## src/hw/scsf_pkg.sv

```systemverilog
package scsf_pkg;

    // ****************************************************************
    // Register offsets on the plain register port.
    // ****************************************************************
    localparam logic [2:0] OFS_STATUS   = 3'h0;
    localparam logic [2:0] OFS_CONTROL  = 3'h1;
    localparam logic [2:0] OFS_RX_DATA  = 3'h2;
    localparam logic [2:0] OFS_TX_DATA  = 3'h3;
    localparam logic [2:0] OFS_IRQ_STAT = 3'h4;
    localparam logic [2:0] OFS_IRQ_MASK = 3'h5;

    // ****************************************************************
    // Field positions of the control register.
    // ****************************************************************
    localparam int CTL_RX_ENABLE = 0;
    localparam int CTL_TX_ENABLE = 1;
    localparam int CTL_ODD       = 2;
    localparam int CTL_SYNC      = 3;
    localparam int CTL_WIDTH     = 4;

    // ****************************************************************
    // Reset values.
    // ****************************************************************
    localparam logic [3:0] CONTROL_RESET = 4'h0;
    localparam logic [7:0] DATA_RESET    = 8'h00;
    localparam logic [4:0] FLAGS_RESET   = 5'h10;
    localparam logic [4:0] IRQ_RESET     = 5'h00;
    localparam logic [4:0] MASK_RESET    = 5'h00;

    // ****************************************************************
    // Status flags, bit 0 upward: parity, error signal, overrun,
    // receive full, transmit empty. Status, irq status and mask share it.
    // ****************************************************************
    typedef struct packed {
        logic tx_empty_flag;
        logic rx_full_flag;
        logic overrun_flag;
        logic error_signal_flag;
        logic parity_error_flag;
    } scsf_flags_t;

    // Register port request as one bundle.
    typedef struct packed {
        logic       wr;
        logic       rd;
        logic [2:0] addr;
        logic [7:0] wdata;
    } scsf_req_t;

endpackage : scsf_pkg

```

## src/hw/scsf_top.sv

```systemverilog
// Notes on behaviour
// - A received byte whose one-count with its parity bit misses the selected odd or even parity sets the parity flag while receive-full is clear.
// - On a parity error the byte still goes to the receive holding register but receive-full stays clear.
// - While the parity flag is set reception stops, and in synchronous mode transmission is blocked too.
// - The error-signal flag sets when the card's error signal is sampled as a low line level.
// - Clearing transmit enable leaves the error-signal flag as it was.
// - A reception completing while receive-full is set raises overrun, keeps the old byte and drops the new one.
// - While the overrun flag is set reception stops, and in synchronous mode transmission is blocked too.
// - Clearing receive enable leaves the overrun flag as it was.
// - Receive-full keeps its value when a reception error occurs or receive enable is cleared.
//
// The plain strobed port and the register addresses were left to the implementer.
`timescale 1ns/1ps

module scsf_top
(
    input  wire logic       clk,
    input  wire logic       arst_n,
    input  wire logic       reg_wr,
    input  wire logic       reg_rd,
    input  wire logic [2:0] reg_addr,
    input  wire logic [7:0] reg_wdata,
    output logic      [7:0] reg_rdata,
    input  wire logic       rx_done,
    input  wire logic [7:0] rx_shift_reg,
    input  wire logic       rx_parity,
    input  wire logic       err_sample,
    input  wire logic       line_in,
    input  wire logic       tx_load,
    output logic      [7:0] tx_holding_reg,
    output logic            tx_valid,
    output logic            rx_enable_bit,
    output logic            tx_enable_bit,
    output logic            rx_halt,
    output logic            tx_block,
    output logic            irq
);

    // ****************************************************************
    // Reset release through two flip-flops.
    // ****************************************************************
    logic rst_meta;
    logic rst_n;

    // Assertion is immediate, release waits two clock edges.
    always_ff @(posedge clk or negedge arst_n)
    begin
        if (!arst_n)
        begin
            rst_meta <= 1'b0;
            rst_n    <= 1'b0;
        end
        else
        begin
            rst_meta <= 1'b1;
            rst_n    <= rst_meta;
        end
    end

    // ****************************************************************
    // Register state.
    // ****************************************************************
    scsf_pkg::scsf_req_t   req;
    scsf_pkg::scsf_flags_t flags;
    scsf_pkg::scsf_flags_t read_seen;
    scsf_pkg::scsf_flags_t irq_stat;
    scsf_pkg::scsf_flags_t irq_mask;
    logic [scsf_pkg::CTL_WIDTH-1:0] control;
    logic [7:0]                     rx_holding_reg;

    // Bundle the register port.
    assign req = '{wr: reg_wr, rd: reg_rd, addr: reg_addr, wdata: reg_wdata};

    // Returns true when a register access hits the given offset.
    function automatic logic hit(input logic strobe, input logic [2:0] a, input logic [2:0] ofs);
        hit = strobe && (a == ofs);
    endfunction : hit

    // ****************************************************************
    // Address decode.
    // ****************************************************************
    wire wr_status  = hit(req.wr, req.addr, scsf_pkg::OFS_STATUS);
    wire wr_control = hit(req.wr, req.addr, scsf_pkg::OFS_CONTROL);
    wire wr_tx_data = hit(req.wr, req.addr, scsf_pkg::OFS_TX_DATA);
    wire wr_irq     = hit(req.wr, req.addr, scsf_pkg::OFS_IRQ_STAT);
    wire wr_mask    = hit(req.wr, req.addr, scsf_pkg::OFS_IRQ_MASK);
    wire rd_status  = hit(req.rd, req.addr, scsf_pkg::OFS_STATUS);

    // ****************************************************************
    // Control bits.
    // ****************************************************************
    wire rx_en    = control[scsf_pkg::CTL_RX_ENABLE];
    wire tx_en    = control[scsf_pkg::CTL_TX_ENABLE];
    wire odd_par  = control[scsf_pkg::CTL_ODD];

    // ****************************************************************
    // Reception events.
    // ****************************************************************
    // Reception is frozen while the parity or overrun flag is up.
    wire halted    = flags.parity_error_flag | flags.overrun_flag;
    wire rx_take   = rx_done && rx_en && !halted;
    // Even parity wants an even one-count, odd parity an odd one.
    wire par_bad   = (^{rx_shift_reg, rx_parity}) != odd_par;
    wire ev_parity = rx_take && par_bad && !flags.rx_full_flag;
    wire ev_over   = rx_take && flags.rx_full_flag;
    wire ev_full   = rx_take && !par_bad && !flags.rx_full_flag;
    wire rx_store  = rx_take && !flags.rx_full_flag;
    // Error signal from the card shows as a low line at the sample point.
    wire ev_errsig = err_sample && !line_in;
    wire ev_txe    = tx_load || !tx_en;

    // ****************************************************************
    // Clear by writing 0 after reading 1; a set in the same cycle wins.
    // ****************************************************************
    wire [4:0] sw_clear = wr_status ? (~req.wdata[4:0] & read_seen) : 5'h00;
    // Set events by flag name, so the bit order lives in the struct alone.
    scsf_pkg::scsf_flags_t ev_vec;
    scsf_pkg::scsf_flags_t hw_clear;
    assign ev_vec = '{tx_empty_flag: ev_txe, rx_full_flag: ev_full, overrun_flag: ev_over,
                      error_signal_flag: ev_errsig, parity_error_flag: ev_parity};
    // Writing transmit data while transmit is enabled also clears the transmit-empty flag.
    assign hw_clear = '{tx_empty_flag: wr_tx_data && tx_en, default: 1'b0};
    // Receive enable only gates set events and a clear transmit enable sets transmit-empty; other flags hold when enables drop.
    wire [4:0] next_flags = ev_vec | (flags & ~sw_clear & ~hw_clear);
    // Typed copy of the next flags, so outputs pick their field by name.
    scsf_pkg::scsf_flags_t next_fl;
    assign next_fl = next_flags;

    // Remembers which flags were read as 1 until a status write uses it.
    wire [4:0] next_seen = rd_status ? (read_seen | flags) :
                           (wr_status ? 5'h00 : read_seen) & next_flags;

    // Interrupt status: set by a rising flag, cleared by writing 1.
    wire [4:0] rise     = next_flags & ~flags;
    wire [4:0] irq_clr  = wr_irq ? req.wdata[4:0] : 5'h00;
    wire [4:0] next_irq = rise | (irq_stat & ~irq_clr);

    // ****************************************************************
    // Read data selection.
    // ****************************************************************
    wire [7:0] next_rdata =
        !req.rd                                       ? 8'h00 :
        (req.addr == scsf_pkg::OFS_STATUS)            ? {3'h0, flags} :
        (req.addr == scsf_pkg::OFS_CONTROL)           ? {4'h0, control} :
        (req.addr == scsf_pkg::OFS_RX_DATA)           ? rx_holding_reg :
        (req.addr == scsf_pkg::OFS_TX_DATA)           ? tx_holding_reg :
        (req.addr == scsf_pkg::OFS_IRQ_STAT)          ? {3'h0, irq_stat} :
        (req.addr == scsf_pkg::OFS_IRQ_MASK)          ? {3'h0, irq_mask} :
                                                        8'h00;

    // ****************************************************************
    // Output terms from the next state.
    // ****************************************************************
    // Halt and block come from the next flags, so they move in the same cycle as the flags.
    wire                           next_halt  = next_fl.parity_error_flag | next_fl.overrun_flag;
    wire [scsf_pkg::CTL_WIDTH-1:0] next_ctl   = wr_control ? req.wdata[scsf_pkg::CTL_WIDTH-1:0] : control;
    wire                           next_block = next_halt && next_ctl[scsf_pkg::CTL_SYNC];
    wire                           next_txv   = !next_fl.tx_empty_flag;
    // A mask written in this cycle already gates the interrupt output of the next.
    wire [4:0]                     next_mask  = wr_mask ? req.wdata[4:0] : irq_mask;
    wire                           next_irq_o = |(next_irq & next_mask);
    // A byte that meets a full holding register is dropped here.
    wire [7:0]                     next_rx_data = rx_store ? rx_shift_reg : rx_holding_reg;
    wire [7:0]                     next_tx_data = wr_tx_data ? req.wdata : tx_holding_reg;

    // ****************************************************************
    // Flags and interrupt state.
    // ****************************************************************
    // Status flags follow the merged set and clear terms.
    always_ff @(posedge clk or negedge rst_n)
    begin
        if (!rst_n)
        begin
            flags <= scsf_pkg::FLAGS_RESET;
        end
        else
        begin
            flags <= next_flags;
        end
    end

    // Read marks that allow a later zero write to clear a flag.
    always_ff @(posedge clk or negedge rst_n)
    begin
        if (!rst_n)
        begin
            read_seen <= scsf_pkg::IRQ_RESET;
        end
        else
        begin
            read_seen <= next_seen;
        end
    end

    // Interrupt status and mask.
    always_ff @(posedge clk or negedge rst_n)
    begin
        if (!rst_n)
        begin
            irq_stat <= scsf_pkg::IRQ_RESET;
            irq_mask <= scsf_pkg::MASK_RESET;
        end
        else
        begin
            irq_stat <= next_irq;
            irq_mask <= next_mask;
        end
    end

    // Interrupt output, a level from a flop.
    always_ff @(posedge clk or negedge rst_n)
    begin
        if (!rst_n)
        begin
            irq <= 1'b0;
        end
        else
        begin
            irq <= next_irq_o;
        end
    end

    // ****************************************************************
    // Control and data holding registers.
    // ****************************************************************
    // Control register.
    always_ff @(posedge clk or negedge rst_n)
    begin
        if (!rst_n)
        begin
            control <= scsf_pkg::CONTROL_RESET;
        end
        else
        begin
            control <= next_ctl;
        end
    end

    // Receive holding register.
    always_ff @(posedge clk or negedge rst_n)
    begin
        if (!rst_n)
        begin
            rx_holding_reg <= scsf_pkg::DATA_RESET;
        end
        else
        begin
            rx_holding_reg <= next_rx_data;
        end
    end

    // Transmit holding register.
    always_ff @(posedge clk or negedge rst_n)
    begin
        if (!rst_n)
        begin
            tx_holding_reg <= scsf_pkg::DATA_RESET;
        end
        else
        begin
            tx_holding_reg <= next_tx_data;
        end
    end

    // ****************************************************************
    // Registered outputs.
    // ****************************************************************
    // Read data stand for one cycle after the read strobe.
    always_ff @(posedge clk or negedge rst_n)
    begin
        if (!rst_n)
        begin
            reg_rdata <= scsf_pkg::DATA_RESET;
        end
        else
        begin
            reg_rdata <= next_rdata;
        end
    end

    // Holding byte present towards the transmitter.
    always_ff @(posedge clk or negedge rst_n)
    begin
        if (!rst_n)
        begin
            tx_valid <= 1'b0;
        end
        else
        begin
            tx_valid <= next_txv;
        end
    end

    // Enable copies and the halt and block levels for the serial side.
    always_ff @(posedge clk or negedge rst_n)
    begin
        if (!rst_n)
        begin
            rx_enable_bit <= 1'b0;
            tx_enable_bit <= 1'b0;
            rx_halt       <= 1'b0;
            tx_block      <= 1'b0;
        end
        else
        begin
            rx_enable_bit <= next_ctl[scsf_pkg::CTL_RX_ENABLE];
            tx_enable_bit <= next_ctl[scsf_pkg::CTL_TX_ENABLE];
            rx_halt       <= next_halt;
            tx_block      <= next_block;
        end
    end

endmodule : scsf_top

```

## config.mk

```make
export PLATFORM = sky130hd
export DESIGN_NAME = scsf_top
export DESIGN_NICKNAME = d
export VERILOG_FILES = /design/src/hw/scsf_pkg.sv /design/src/hw/scsf_top.sv
export SDC_FILE = /design/constraint.sdc
export NUM_CORES = 1
export LEC_CHECK = 0
export BUFFER_PORTS_ARGS = -buffer_cell sky130_fd_sc_hd__buf_2
export CORE_MARGIN = 1.5
export CORE_UTILIZATION = 35
export CTS_BUF_LIST = sky130_fd_sc_hd__clkbuf_2 sky130_fd_sc_hd__clkbuf_4 sky130_fd_sc_hd__clkbuf_8
export CTS_CLUSTER_DIAMETER = 80
export CTS_CLUSTER_SIZE = 30
export DETAILED_ROUTE_END_ITERATION = 12
export GPL_TIMING_DRIVEN = 1
export SYNTH_ARGS = -nofsm -noshare
export SYNTH_HDL_FRONTEND = slang
export SYNTH_SLANG_ARGS = --single-unit
```

## constraint.sdc

```tcl
create_clock -name clk -period 3.7 [get_ports clk]
set_input_delay 0.185 -clock clk [delete_from_list [all_inputs] [get_ports clk]]
set_output_delay 0.185 -clock clk [all_outputs]
set_load 0.02 [all_outputs]
```

==> impl_metrics.json <==
{
  "num_antenna_cells": 0,
  "fin_worst_skew_ps": 6.94,
  "cp-start-kind": "input pin",
  "cap_violations": 0,
  "ant_nets": 0,
  "intPower_mw": 1.16,
  "synth_ff_type": "dfrtp_1",
  "fin_crit_ps": 1930,
  "syn_to_final_growth_pct": 18.5,
  "synth_xor_xnor_area_share_pct": 3.71,
  "maxSlewHeadroom_pct": 56.2,
  "grt_pass1_vias": 1730,
  "drc": 0,
  "track_usage_pct": 15.1,
  "place.gp.congestion": 0.893,
  "powerDensity_nw_per_um2": 578,
  "root_buffer": "clkbuf_8",
  "timing.rr.start": "irq_mask[0]",
  "synth_top_family_by_area": "multiplexers",
  "synth_area_per_cell_um2": 11.3,
  "synthArstFlopShare_pct": 100,
  "clkTransAtPathRegs_ps": 100,
  "drive_above_1_share_pct": 33.1,
  "muxShareOfSynthArea_pct": 16.0,
  "finalNetCount": 299,
  "grt_start_max_net_pins": 53,
  "synth-compound-area-share_pct": 9.92,
  "slew_violations": 0,
  "critPathKind": "in2reg",
  "ys_seq_area_share_pct": 54.2,
  "core_um2": 6830,
  "num_vias": 1801,
  "port_buffers": 49,
  "ys_seq_elements": 54,
  "critPathLaunch": "reg_addr[0]",
  "grt_pass1_wl_um": 8670,
  "die-area_um2": 7650,
  "setup_viol": 0,
  "clk_path_buf_depth": 2,
  "postLayoutCoreUtil_pct": 43.3,
  "syn_area_um2": 2500,
  "hp-start": "reg_wdata[7]",
  "synth_cell_types": 42,
  "synthAdderAreaFrac_pct": 0,
  "drtPass1Iterations": 4,
  "min_path_type": "in2reg",
  "row_count": 30,
  "p_clk_share_pct": 23.8,
  "syn_nets": 249,
  "synth-edff-count": 0,
  "mostFrequentLayoutCells": "dfrtp_1 (52), buf_2 (49), mux2_2 (24)",
  "fin_cells": 368,
  "yosys.area_share.simple_pct": 13.1,
  "arrival_ps": 2110,
  "status": "completed",
  "p_leak_nw": 1.39,
  "worstSetupEndpointType": "register",
  "grt_setup_unrepaired": "no",
  "cts.sinks": 54,
  "cts_tree": "built",
  "swShare_pct": 32.0,
  "die_y_um": 87.5,
  "htreeDepth": 2,
  "antenna_found_initial": 0,
  "totalWireLength_um": 5540,
  "die_w_um": 87.5,
  "fin_tns_setup_ps": 0,
  "hpwl_um": 4020,
  "critPathRequiredTime_ps": 3880,
  "dp.cells": 359,
  "cts_buffers": 5,
  "combPwrFrac_pct": 26.4,
  "num_io_pins": 50,
  "seq_power_share_pct": 49.9,
  "ys_warn_count": 0,
  "final_common_cell": "dfrtp_1",
  "synth_top_cell_by_area": "dfrtp_1",
  "tightestPinTransition_ps": 657,
  "p_switching_mw": 0.546,
  "finalHoldViolCount": 0,
  "vias_per_cell": 4.89,
  "start_util_pct": 36.5,
  "crit_path_max_fanout": 22,
  "post_drt_wl_per_cell_um": 15.1,
  "synth_area_leaders": "dfrtp_1 (53%), mux2_2 (11%), mux2i_1 (5.2%)",
  "yosysTopAreaCellShare_pct": 53.1,
  "finalCritPeriodShare_pct": 52.2,
  "vdd_drop_max_mv": 0.191,
  "clock.fmax_mhz": 517,
  "grt_overflow": 0,
  "clk_latency_ps": 310,
  "drtIter0Drc": 80,
  "syn_inst": 221
}
worst max-delay path, stage by stage:
cell	delay, ps
buf_2	380
nand4b_1	360
mux2_2	400
a32o_1	260
a2111oi_0	400
nand3_1	120
final timing paths:
path / slack (ps) / end / cells past startpoint
worst max register to register: 2120 / irq / 4
worst max-delay path: 1770 / irq / 6
worst min-delay path: 100 / tx_holding_reg[7] / 2
max in group asynchronous: 2880 / read_seen[0] / 1
min in group asynchronous: 180 / rst_n / 2
worst min register to register: 360 / rst_n / 0
final cells by class:
class,count,area (µm²)
Timing Repair Buffer,52,270
Tap cell,96,120
Sequential cell,54,1350
Fill cell,708,3870
Inverter,6,22.5
Clock buffer,6,76.3
Clock inverter,2,37.5
Multi-Input combinational cell,152,1080
metrics by stage:
stage	total power [mW]	instance area, µm²	hold WS [ps]	setup WS [ps]
floorplan	1.16	2500	-111	1710
global placement	1.30	2830	-29.2	1510
detailed placement	1.32	2830	-28.2	1470
CTS	1.72	2960	95.3	1810
global route	1.81	2960	85.7	1710
finish	1.71	2960	101	1770
power by group through the flow:
stage	Clock [mW]	Combinational, mW	Sequential [mW]
detailed placement	0	0.455	0.862
global placement	0	0.444	0.860
CTS	0.417	0.456	0.851
global route	0.439	0.500	0.872
floorplan	0	0.263	0.895
finish	0.406	0.451	0.852
kinds of logic after synthesis:
| kind of cell | after synthesis |
|---|---|
| simple gates | 65 |
| flops | 54 |
| compound gates | 40 |
| mux | 37 |
| buf+inv | 15 |
| xor+xnor | 9 |
| other cells | 1 |
cell usage after synthesis (2+ instances only):
cell	n
nand3_1	5
inv_1	6
nor2_1	21
nand2b_1	6
o21ai_0	11
mux2_2	24
and2_1	2
clkbuf_1	4
buf_1	2
xnor2_1	6
dfrtp_1	53
a21oi_1	14
a21boi_0	2
a211oi_1	6
xor2_1	2
mux2i_1	13
buf_6	2
nand2_1	18
timing repair:
| action | CTS | global route |
|---|---|---|
| resized for setup | 0 | 0 |
| hold buffers | 1 | 0 |
| setup buffers | 0 | 0 |
| hold endpoints to repair | 2 | 0 |
per-layer routing:
metal	part of all wire [%]	global-route usage (%)	wire length [µm]
met1	49	22.3	2710
met2	45	22.2	2490
met3	4.4	3.32	245
met4	1.6	4.33	88
met5	0	0	0
Power figures use the tool's default switching activity.
